--- config.mk ---
export PLATFORM = sky130hd
export DESIGN_NAME = can_error_detect_confine
export DESIGN_NICKNAME = d
export VERILOG_FILES = /design/src/can_edc_pkg.sv /design/src/can_error_detect_confine.sv
export VERILOG_INCLUDE_DIRS = /design/src
export SDC_FILE = /design/constraint.sdc
export NUM_CORES = 1
export LEC_CHECK = 0
export CAP_MARGIN = 10
export CORE_MARGIN = 2
export CORE_UTILIZATION = 62
export DETAILED_ROUTE_END_ITERATION = 10
export DONT_BUFFER_PORTS = 1
export GPL_TIMING_DRIVEN = 0
export PLACE_DENSITY = 0.89
export SETUP_SLACK_MARGIN = 0.1
export SLEW_MARGIN = 30
export SYNTH_ARGS = -nofsm -noshare
export SYNTH_HDL_FRONTEND = slang
export SYNTH_SLANG_ARGS = --single-unit
--- constraint.sdc ---
create_clock -name pclk -period 3.3 [get_ports pclk]
set_input_delay 0.66 -clock pclk [delete_from_list [all_inputs] [get_ports pclk]]
set_output_delay 0.66 -clock pclk [all_outputs]
set_load 0.1 [all_outputs]
--- src/can_edc_cfg.svh ---
// constants of the can error detection and fault confinement block
`ifndef CAN_EDC_CFG_SVH
`define CAN_EDC_CFG_SVH

// register indices; byte address is four times the index
`define CTRL_IDX          8'h00
`define STAT_IDX          8'h01
`define CTRL_INIT_POS     0
`define STAT_BUS_OFF_FLAG_POS     7
`define STAT_ERR_POS      6
`define STAT_FAULT_LSB    0
`define CTRL_INIT_RST     1'b1

// crc
`define CRC_POLY          16'hc599
`define CRC_W             15
`define CRC_MAX_BITS      8'h7f

// bit counts
`define STUFF_LIMIT       3'h5
`define ERR_FLAG_BITS     4'h6
`define ERR_DELIM_BITS    4'h8
`define PASSIVE_EQ_BITS   3'h6
`define IFS_BITS          4'h3
`define SUSP_EXTRA_BITS   4'h7
`define RECOV_GROUP_BITS  4'hb
`define RECOV_GROUPS      8'h80

// error tallies
`define TEC_INC           9'h008
`define REC_INC           9'h001
`define ERR_DEC           9'h001
`define PASSIVE_LIMIT     9'h07f
`define BUS_OFF_FLAG_LIMIT        9'h0ff
`define REC_CAP           9'h0ff

`endif

--- src/can_edc_pkg.sv ---
// types of the can error detection and fault confinement block
`include "can_edc_cfg.svh"

package can_edc_pkg;

   typedef enum logic [3:0] {
      F_IDLE, F_SOF, F_ARB, F_CTRL, F_DATA, F_CRC,
      F_CRC_DELIM, F_ACK_SLOT, F_ACK_DELIM, F_EOF, F_IFS
   } field_t;

   typedef enum logic [1:0] {
      FS_ACTIVE, FS_PASSIVE, FS_BUS_OFF
   } fault_t;

   typedef enum logic [1:0] {
      EF_NONE, EF_FLAG, EF_WAIT_REC, EF_DELIM
   } ef_state_t;

   // per-bit context from the protocol engine, same clock
   typedef struct packed {
      logic   tick;
      logic   transmitting;
      logic   tx_level;
      field_t field;
      logic   frame_done;
   } frame_ctx_t;

   typedef struct packed {
      logic bit_err;
      logic stuff_err;
      logic crc_err;
      logic form_err;
      logic ack_err;
   } err_evt_t;

   typedef struct packed {
      logic                   rx_s1;
      logic                   rx_s2;
      logic                   init;
      fault_t                 fault;
      logic [8:0]             tec;
      logic [8:0]             rec;
      logic [2:0]             same_cnt;
      logic                   last_bit;
      logic [`CRC_W-1:0]      crc;
      logic                   crc_bad;
      ef_state_t              ef;
      logic [3:0]             ef_cnt;
      logic [2:0]             eq_cnt;
      logic                   ef_last;
      logic                   ef_tx;
      logic [3:0]             susp_cnt;
      logic [7:0]             rcv_grp;
      logic [3:0]             rcv_bits;
      logic                   can_tx;
      logic                   can_tx_oe;
      logic                   rx_en;
      logic                   tx_ok;
      err_evt_t               evt;
      logic                   arb_lost;
      logic                   pready;
      logic [31:0]            prdata;
      logic                   pslverr;
   } st_t;

endpackage : can_edc_pkg

--- src/can_error_detect_confine.sv ---
// can error detection, error frame signalling and fault confinement with apb registers
`timescale 1ns/1ps

module can_error_detect_confine
   import can_edc_pkg::*;
#(
   parameter int ADDR_W = 12
) (
   input  wire logic              pclk,
   input  wire logic              presetn,
   input  wire logic              ce,
   input  wire logic              psel,
   input  wire logic              penable,
   input  wire logic              pwrite,
   input  wire logic [ADDR_W-1:0] paddr,
   input  wire logic [31:0]       pwdata,
   output logic [31:0]            prdata,
   output logic                   pready,
   output logic                   pslverr,
   input  wire frame_ctx_t        ctx,
   input  wire logic              can_rx,
   output logic                   can_tx,
   output logic                   can_tx_oe,
   output logic                   rx_enable,
   output logic                   tx_allowed,
   output logic                   arb_lost,
   output err_evt_t               err_evt,
   output fault_t                 fault_state
);

   // a sized literal cannot be part-selected, so the polynomial gets a name first
   localparam logic [15:0] CRC_POLY_P = `CRC_POLY;

   st_t s_q;
   st_t s_d;

   function automatic logic is_stuffed(input field_t f);
      case (f)
         F_SOF, F_ARB, F_CTRL, F_DATA, F_CRC: is_stuffed = 1'b1;
         default:                             is_stuffed = 1'b0;
      endcase
   endfunction : is_stuffed

   function automatic logic is_crc_covered(input field_t f);
      case (f)
         F_SOF, F_ARB, F_CTRL, F_DATA: is_crc_covered = 1'b1;
         default:                      is_crc_covered = 1'b0;
      endcase
   endfunction : is_crc_covered

   function automatic logic is_fixed_form(input field_t f);
      case (f)
         F_CRC_DELIM, F_ACK_DELIM, F_EOF, F_IFS: is_fixed_form = 1'b1;
         default:                                is_fixed_form = 1'b0;
      endcase
   endfunction : is_fixed_form

   function automatic logic reg_hit(input logic [ADDR_W-1:0] a, input logic [7:0] idx);
      reg_hit = (a[1:0] == 2'h0) && (a[ADDR_W-1:2] == (ADDR_W-2)'(idx));
   endfunction : reg_hit

   always_comb begin
      logic     rx;
      logic     in_frame;
      logic     stuff_bit;
      logic     fb;
      logic     err_any;
      logic     err_tx;
      err_evt_t e;
      logic     access;
      rx        = s_q.rx_s2;
      in_frame  = 1'b0;
      stuff_bit = 1'b0;
      fb        = 1'b0;
      err_any   = 1'b0;
      err_tx    = 1'b0;
      e         = '0;
      access    = 1'b0;

      s_d          = s_q;
      s_d.evt      = '0;
      s_d.arb_lost = 1'b0;
      s_d.rx_s1    = can_rx;
      s_d.rx_s2    = s_q.rx_s1;

      in_frame = (s_q.fault != FS_BUS_OFF) && !s_q.init && (s_q.ef == EF_NONE);

      if (ctx.tick && in_frame) begin
         // destuffing check; stuff bits are neither data nor crc input
         if (is_stuffed(ctx.field)) begin
            if (s_q.same_cnt == `STUFF_LIMIT) begin
               stuff_bit = 1'b1;
               if (rx == s_q.last_bit)
                  e.stuff_err = 1'b1;
               s_d.same_cnt = 3'h1;
            end else if (s_q.same_cnt != 3'h0 && rx == s_q.last_bit) begin
               s_d.same_cnt = s_q.same_cnt + 3'h1;
            end else begin
               s_d.same_cnt = 3'h1;
            end
            s_d.last_bit = rx;
         end else begin
            s_d.same_cnt = 3'h0;
         end

         // crc over sof..data, then compared bit by bit with the received sequence
         if (ctx.field == F_IDLE || ctx.field == F_IFS) begin
            s_d.crc     = '0;
            s_d.crc_bad = 1'b0;
         end else if (!stuff_bit && is_crc_covered(ctx.field)) begin
            fb      = rx ^ s_q.crc[`CRC_W-1];
            s_d.crc = {s_q.crc[`CRC_W-2:0], 1'b0} ^ (fb ? CRC_POLY_P[`CRC_W-1:0] : '0);
         end else if (!stuff_bit && ctx.field == F_CRC) begin
            if (rx != s_q.crc[`CRC_W-1])
               s_d.crc_bad = 1'b1;
            s_d.crc = {s_q.crc[`CRC_W-2:0], 1'b0};
         end

         // flagged after the ack delimiter so a good receiver still acknowledges
         if (ctx.field == F_ACK_DELIM && !ctx.transmitting && s_q.crc_bad)
            e.crc_err = 1'b1;

         if (is_fixed_form(ctx.field)) begin
            if (!rx)
               e.form_err = 1'b1;
         end else if (ctx.transmitting) begin
            if (ctx.field == F_ACK_SLOT) begin
               if (rx)
                  e.ack_err = 1'b1;
            end else if (ctx.field == F_ARB && ctx.tx_level && !rx) begin
               s_d.arb_lost = 1'b1;
            end else if (rx != ctx.tx_level) begin
               e.bit_err = 1'b1;
            end
         end

         err_any = |e;
         err_tx  = ctx.transmitting;
         s_d.evt = e;

         if (err_any) begin
            s_d.ef       = EF_FLAG;
            s_d.ef_cnt   = 4'h0;
            s_d.eq_cnt   = 3'h0;
            s_d.ef_tx    = err_tx;
            s_d.same_cnt = 3'h0;
            // passive transmitter that gets no ack gets no increment, so ack errors alone never bring it to bus-off
            if (err_tx) begin
               if (!(e.ack_err && s_q.fault == FS_PASSIVE))
                  s_d.tec = s_q.tec + `TEC_INC;
            end else if (s_q.rec < `REC_CAP) begin
               s_d.rec = s_q.rec + `REC_INC;
            end
         end
      end else if (ctx.tick && s_q.ef != EF_NONE) begin
         case (s_q.ef)
            EF_FLAG: begin
               s_d.ef_cnt  = s_q.ef_cnt + 4'h1;
               s_d.ef_last = rx;
               if (s_q.eq_cnt != 3'h0 && rx == s_q.ef_last) begin
                  if (s_q.eq_cnt != `PASSIVE_EQ_BITS)
                     s_d.eq_cnt = s_q.eq_cnt + 3'h1;
               end else begin
                  s_d.eq_cnt = 3'h1;
               end
               if (s_q.fault == FS_ACTIVE) begin
                  if (s_q.ef_cnt == `ERR_FLAG_BITS - 4'h1)
                     s_d.ef = EF_WAIT_REC;
               end else if (s_q.ef_cnt >= `ERR_FLAG_BITS - 4'h1 && s_d.eq_cnt == `PASSIVE_EQ_BITS) begin
                  s_d.ef = EF_WAIT_REC;
               end
            end
            EF_WAIT_REC: begin
               // other nodes may still hold their flags dominant
               if (rx) begin
                  s_d.ef     = EF_DELIM;
                  s_d.ef_cnt = 4'h1;
               end
            end
            EF_DELIM: begin
               if (s_q.ef_cnt == `ERR_DELIM_BITS - 4'h1) begin
                  s_d.ef = EF_NONE;
                  if (s_q.ef_tx && s_q.fault == FS_PASSIVE)
                     s_d.susp_cnt = `IFS_BITS + `SUSP_EXTRA_BITS;
               end else begin
                  s_d.ef_cnt = s_q.ef_cnt + 4'h1;
               end
            end
            default: s_d.ef = EF_NONE;
         endcase
      end

      // suspend transmission; a dominant bit means another node started, so we receive
      if (ctx.tick && s_q.susp_cnt != 4'h0)
         s_d.susp_cnt = rx ? s_q.susp_cnt - 4'h1 : 4'h0;

      if (ctx.frame_done && in_frame && s_d.ef == EF_NONE) begin
         if (ctx.transmitting) begin
            if (s_q.tec != 9'h000)
               s_d.tec = s_q.tec - `ERR_DEC;
            if (s_q.fault == FS_PASSIVE)
               s_d.susp_cnt = `IFS_BITS + `SUSP_EXTRA_BITS;
         end else if (s_q.rec != 9'h000) begin
            s_d.rec = s_q.rec - `ERR_DEC;
         end
      end

      // apb: answer one cycle after setup; write acts at the completing edge
      access      = psel && penable && s_q.pready;
      s_d.pready  = psel && !penable;
      s_d.pslverr = 1'b0;
      s_d.prdata  = '0;
      if (psel && !penable) begin
         if (reg_hit(paddr, `CTRL_IDX)) begin
            s_d.prdata[`CTRL_INIT_POS] = s_q.init;
         end else if (reg_hit(paddr, `STAT_IDX)) begin
            s_d.prdata[`STAT_BUS_OFF_FLAG_POS]                    = (s_q.fault == FS_BUS_OFF);
            s_d.prdata[`STAT_ERR_POS]                     = (s_q.fault != FS_ACTIVE);
            s_d.prdata[`STAT_FAULT_LSB+1:`STAT_FAULT_LSB] = s_q.fault;
         end else begin
            s_d.pslverr = 1'b1;
         end
      end
      if (access && pwrite && reg_hit(paddr, `CTRL_IDX)) begin
         s_d.init = pwdata[`CTRL_INIT_POS];
         s_d.rcv_grp  = 8'h00;
         s_d.rcv_bits = 4'h0;
      end

      // bus-off recovery counts groups of recessive bits once the hold is released
      if (s_q.fault == FS_BUS_OFF && !s_q.init && ctx.tick) begin
         if (!rx) begin
            s_d.rcv_bits = 4'h0;
         end else if (s_q.rcv_bits == `RECOV_GROUP_BITS - 4'h1) begin
            s_d.rcv_bits = 4'h0;
            if (s_q.rcv_grp == `RECOV_GROUPS - 8'h01) begin
               s_d.fault   = FS_ACTIVE;
               s_d.tec     = 9'h000;
               s_d.rec     = 9'h000;
               s_d.rcv_grp = 8'h00;
            end else begin
               s_d.rcv_grp = s_q.rcv_grp + 8'h01;
            end
         end else begin
            s_d.rcv_bits = s_q.rcv_bits + 4'h1;
         end
      end else if (s_q.fault != FS_BUS_OFF) begin
         // hardware set of the hold wins over a software clear in the same cycle
         if (s_d.tec > `BUS_OFF_FLAG_LIMIT) begin
            s_d.fault    = FS_BUS_OFF;
            s_d.init     = 1'b1;
            s_d.ef       = EF_NONE;
            s_d.susp_cnt = 4'h0;
            s_d.rcv_grp  = 8'h00;
            s_d.rcv_bits = 4'h0;
         end else if (s_d.tec > `PASSIVE_LIMIT || s_d.rec > `PASSIVE_LIMIT) begin
            s_d.fault = FS_PASSIVE;
         end else begin
            s_d.fault = FS_ACTIVE;
         end
      end

      // output pins, one cycle behind the engine's intended level
      s_d.can_tx_oe = (s_d.fault != FS_BUS_OFF);
      s_d.rx_en     = (s_d.fault != FS_BUS_OFF) && !s_d.init;
      s_d.tx_ok     = s_d.rx_en && s_d.ef == EF_NONE && s_d.susp_cnt == 4'h0;
      if (s_d.ef == EF_FLAG)
         s_d.can_tx = (s_d.fault == FS_PASSIVE);
      else if (s_d.tx_ok && ctx.transmitting)
         s_d.can_tx = ctx.tx_level;
      else
         s_d.can_tx = 1'b1;
   end

   // tallies live only in s_q and are never mapped onto the bus
   always_ff @(posedge pclk or negedge presetn) begin
      if (!presetn) begin
         // synchronisers start recessive so no false dominant bit follows reset
         s_q.rx_s1     <= 1'b1;
         s_q.rx_s2     <= 1'b1;
         s_q.init      <= `CTRL_INIT_RST;
         s_q.fault     <= FS_ACTIVE;
         s_q.tec       <= 9'h000;
         s_q.rec       <= 9'h000;
         s_q.same_cnt  <= 3'h0;
         s_q.last_bit  <= 1'b0;
         s_q.crc       <= '0;
         s_q.crc_bad   <= 1'b0;
         s_q.ef        <= EF_NONE;
         s_q.ef_cnt    <= 4'h0;
         s_q.eq_cnt    <= 3'h0;
         s_q.ef_last   <= 1'b0;
         s_q.ef_tx     <= 1'b0;
         s_q.susp_cnt  <= 4'h0;
         s_q.rcv_grp   <= 8'h00;
         s_q.rcv_bits  <= 4'h0;
         // the line stays recessive and driven until software releases the hold
         s_q.can_tx    <= 1'b1;
         s_q.can_tx_oe <= 1'b1;
         s_q.rx_en     <= 1'b0;
         s_q.tx_ok     <= 1'b0;
         s_q.evt       <= '0;
         s_q.arb_lost  <= 1'b0;
         s_q.pready    <= 1'b0;
         s_q.prdata    <= 32'h0000_0000;
         s_q.pslverr   <= 1'b0;
      end else if (ce) begin
         s_q <= s_d;
      end
   end

   assign prdata      = s_q.prdata;
   assign pready      = s_q.pready;
   assign pslverr     = s_q.pslverr;
   assign can_tx      = s_q.can_tx;
   assign can_tx_oe   = s_q.can_tx_oe;
   assign rx_enable   = s_q.rx_en;
   assign tx_allowed  = s_q.tx_ok;
   assign arb_lost    = s_q.arb_lost;
   assign err_evt     = s_q.evt;
   assign fault_state = s_q.fault;

endmodule : can_error_detect_confine

==> flow_results.org <==
** Worst setup path
- Type of element launching the critical path :: input port
- Along the worst path, the maximum fanout reaches 9.
- Crit path arrival time :: around 3.5 ns
- The worst register-to-register path ends at fault_state[0].
- Required time of the critical path :: roughly 3.6 ns
- On the worst path, the slowest cell contributes a delay of roughly 0.81 ns.
- Walking the worst path, the cells encountered are clkbuf_1 > nand3b_1 > or2_2 > o2111a_1 > a211oi_1 > nand2b_1 > o41a_1 > o21ai_0 > a22o_1.
- Kind of end point of the critical path :: register
- By startpoint and endpoint, the worst setup path is classified as in2reg.
- R2r worst-path depth :: 10
- The worst register-to-register path begins at s_q[112].
- CP max-delay cell :: sky130_fd_sc_hd__a211oi_1
- Slack of the worst reg-to-reg path :: 0.18 ns

** Timing
- The count of final max-slew check failures is 0.
- For the pin with the worst max-slew slack, the measured transition is ~1.0 ns.
- For the finished layout, the period the worst path requires is about 3.2 ns.
- Across the routed clock network, the largest skew measured is roughly 0.013 ns.
- Setup violations remaining at the end of the flow were counted as 0.
- The worst pin sits at a relative slew slack of between 30% and 40%.
- Setup total negative slack :: 0 ns
- Setup repair after global routing could not meet its margin everywhere.
- The total count of hold-check failures in the final report came to 0.
- Derived from the worst setup path, the maximum achievable clock frequency is between 300 and 400 MHz.
- After layout, the worst path uses a little over nine tenths of the clock period.

** Logic synthesis
- For this run, the leading register cell type out of synthesis is sky130_fd_sc_hd__dfrtp_1.
- Summing the sequential cell areas from Yosys gives 37.5% of the chip area.
- The netlist uses 76 different library cells.
- Number of enable-type register cells in the synthesized netlist :: 0
- Share of the synthesized area in the top cell type :: 35.2%
- Number of standard cells after synthesis :: between 600 and 700
- Synthesized flop and latch total :: 86
- Syn_area_per_cell :: 8.68 µm²
- The largest total area in the synthesized netlist belongs to sky130_fd_sc_hd__dfrtp_1.
- Count of yosys warnings during synthesis :: 0
- Area contributors post-synth :: sky130_fd_sc_hd__dfrtp_1, sky130_fd_sc_hd__o21ai_0, sky130_fd_sc_hd__ha_1, sky130_fd_sc_hd__buf_4, sky130_fd_sc_hd__nand2_1
- For this run, asynchronously set or reset flops after synthesis account for 100%.
- Summing every instance area after synthesis gives ~0.0058 mm².

** GRT
- Maximum number of pins on one net before global-route repair :: roughly 80
- The number of antenna violations at the first check in global routing is 0.
- The first global-routing pass estimated about 24000 µm of wire.
- Across every metal layer, demand over resource in global routing totals between 20% and 30%.
- Vias in the first global route :: a little over 5000
- After global routing the overflow that remains totals 0.

** Routing
- ANT nets after route :: 0
- The routed layout has about 5400 vias.
- The first TritonRoute pass finished after 5 iterations.
- The first routing iteration left about 460 violations.
- In the routed layout, each cell is associated on average with a via count of roughly 6.5.
- Post-DR wirelength/cell :: about 18 µm
- Post-detailed-routing wire length :: between 10000 and 15000 µm
- DRC viols :: 0

** Pwr
- Clock network fraction of total power :: about 20%
- In this run switching power makes up about 44% of total power.
- Per report_power, the combinational group accounts for ~39% of the total.
- Power density over the cells :: 634 mW/mm²
- VDD IR-drop max :: approximately 330 µV
- Total leakage power :: approximately 2.9 nW
- The internal power of the cells totals 0.00228 W.
- For this design the total switching power over the nets is roughly 0.0018 W.
- Of the total power, registers draw between 40 and 50%.

** Clocking
- Clock latency on the worst-skew pair :: between 0.3 and 0.4 ns
- TritonCTS built the clock tree.
- Clock transition at the register clock pins on the worst setup and hold paths after CTS :: ~0.10 ns
- Total number of H-tree levels :: 3
- Clock buffers created by TritonCTS :: 9
- The tree is rooted in a sky130_fd_sc_hd__clkbuf_8.
- In this run the deepest clock path goes through 2 buffers.
- CTS saw 86 sinks.

** Flow run
- Max-cap violation count :: 0

** Placed design
- Routability congestion estimate from global placement :: 0.977
- IO Port Bufs :: 0
- Post-place instance area :: about 0.0060 mm²
- Final HPWL from detailed placement :: around 10000 µm

** Layout
- Fill cell count :: 683
- Net count reported at finish :: approximately 800
- Cells with a size suffix above 1 make up between 10% and 20% of the layout.
- Final instance area :: around 0.0064 mm²
- 0 antenna diodes ended up in the layout.
- Compared with the post-synthesis result, the final layout area differs by 10.4%.

** Worst hold path
- The tightest min-delay check is of the in2async type.

** Floorplanning
- Floorplan die area :: just over 0.01 mm²
- # IOs :: about 110
- Number of placement rows :: 35
- Once the floorplan was initialized, standard cells occupied about 63% of the core.
- The floorplan step set the die width to 100 µm.
- The core region is around 0.009 mm².
- Die height :: 100 µm

** Status
- Run status :: finished clean
layout by cell type (no fill, tap or decap), types with 12 or more instances in the layout:
cell type / Yosys / final
sky130_fd_sc_hd__o21ai_0: 61 / 60
sky130_fd_sc_hd__nor3_1: 22 / 21
sky130_fd_sc_hd__nor2b_1: 13 / 12
sky130_fd_sc_hd__nor2_1: 35 / 34
sky130_fd_sc_hd__inv_1: 38 / 38
sky130_fd_sc_hd__conb_1: 1 / 28
sky130_fd_sc_hd__nand2_1: 74 / 74
sky130_fd_sc_hd__ha_1: 24 / 24
sky130_fd_sc_hd__nand3_1: 21 / 21
sky130_fd_sc_hd__clkbuf_1: 20 / 18
sky130_fd_sc_hd__o31ai_1: 16 / 16
sky130_fd_sc_hd__buf_4: 39 / 48
sky130_fd_sc_hd__dfrtp_1: 81 / 81
sky130_fd_sc_hd__a21oi_1: 20 / 20
metal layers:
metal,global-route usage [%],vias to the layer above,share of wire (%)
li1,-,2442,-
met1,37.8,2539,40
met2,49.4,330,47
met3,7.31,61,9.7
met4,11.3,0,2.6
met5,0,-,0
power by group through the flow:
stage / registers [W] / logic [W] / clock network [W]
after floorplan: 0.00159 / 0.00119 / 0
after global placement: 0.00164 / 0.00135 / 0
after detailed placement: 0.00165 / 0.00143 / 0
after CTS: 0.00163 / 0.00149 / 0.000818
after global routing: 0.00168 / 0.00174 / 0.000860
final: 0.00164 / 0.00157 / 0.000821
kinds of logic after synthesis:
| group | Yosys count | share of synthesized area (%) |
|---|---|---|
| multiplexers | 11 | 2.04 |
| AND/OR/NAND/NOR | 244 | 22.3 |
| AO/OA/AOI/OAI | 184 | 21.8 |
| buffers and inverters | 103 | 9.42 |
| other | 1 | 0.0651 |
| flip-flops | 86 | 37.5 |
| XOR/XNOR | 11 | 1.67 |
| adder cells (fa/ha/maj) | 24 | 5.21 |
area by class of cell:
type / instances / area, µm² / share of cell area, %
plain buffers: 64 / 399 / 6.27
inverters: 39 / 146 / 2.30
flip-flops and latches: 86 / 2160 / 33.9
multi-input cells: 502 / 3210 / 50.5
clock buffers: 10 / 138 / 2.16
well taps: 111 / 139 / 2.18
repair buffers: 10 / 95.1 / 1.49
clock inverters: 6 / 76.3 / 1.20
repair_timing:
| item | 4_1_cts | 5_1_grt |
|---|---|---|
| endpoints found under the hold margin | 81 | 0 |
| setup buffers | 2 | 7 |
| gates resized for setup | 2 | 11 |
| hold buffers | 1 | 0 |
| setup endpoints to repair | 2 | 17 |
| pin swaps | 1 | 4 |
synthesized netlist by cell type (all sizes together), types with 5 or more instances:
cell type,n
nor3,24
and2,6
a22o,11
mux2,6
a32o,5
nand4,10
a31oi,7
nor2,36
o22ai,6
and3,11
nor2b,13
or3,5
o31ai,17
xor2,7
a211oi,7
nand2b,8
a21oi,21
ha,24
clkbuf,20
o2bb2ai,6
dfrtp,81
o21ai,61
a21o,7
dfstp,5
inv,39
nand2,74
buf,44
nor4,10
mux2i,5
nand3,22
registers in the layout (all words and copies together), names as in the netlist:
signal / count
s_q: 67
err_evt: 5
can_tx: 1
arb_lost: 1
pslverr: 1
tx_allowed: 1
prdata: 4
pready: 1
s_d: 1
can_tx_oe: 1
rx_enable: 1
fault_state: 2
metrics by stage:
step | hold slack, ns | util, % | setup slack (ns) | power, W | std cells
after CTS | 0.123 | 68.8 | 0.135 | 0.00394 | 821
after detailed placement | 0.367 | 65.9 | -0.156 | 0.00308 | 802
final | 0.121 | 69.8 | 0.144 | 0.00403 | 828
after floorplan | 0.364 | - | 0.259 | 0.00278 | 691
after global routing | 0.110 | 69.8 | 0.0614 | 0.00427 | 828
after global placement | 0.367 | 65.9 | -0.0675 | 0.00299 | 802
worst max-delay path by stage:
| stage | from | cells after the start | to | slack, ns |
|---|---|---|---|---|
| after floorplan | ctx[1] | 10 | can_tx | 0.26 |
| after global placement | ctx[3] | 10 | can_tx | -0.07 |
| after detailed placement | ctx[3] | 10 | can_tx | -0.16 |
| after CTS | s_q[112] | 10 | can_tx | 0.13 |
| after global routing | ctx[3] | 10 | can_tx | 0.06 |
| final | ctx[3] | 9 | s_q[107] | 0.14 |
critical path, delay by kind of cell:
kind | cells | cell delay [ns]
and+or+nand+nor | 3 | 0.76
buffers and inverters | 1 | 0.30
AOI/OAI and AO/OA | 5 | 1.73
Note: power is estimated with default switching activity, not from simulation.
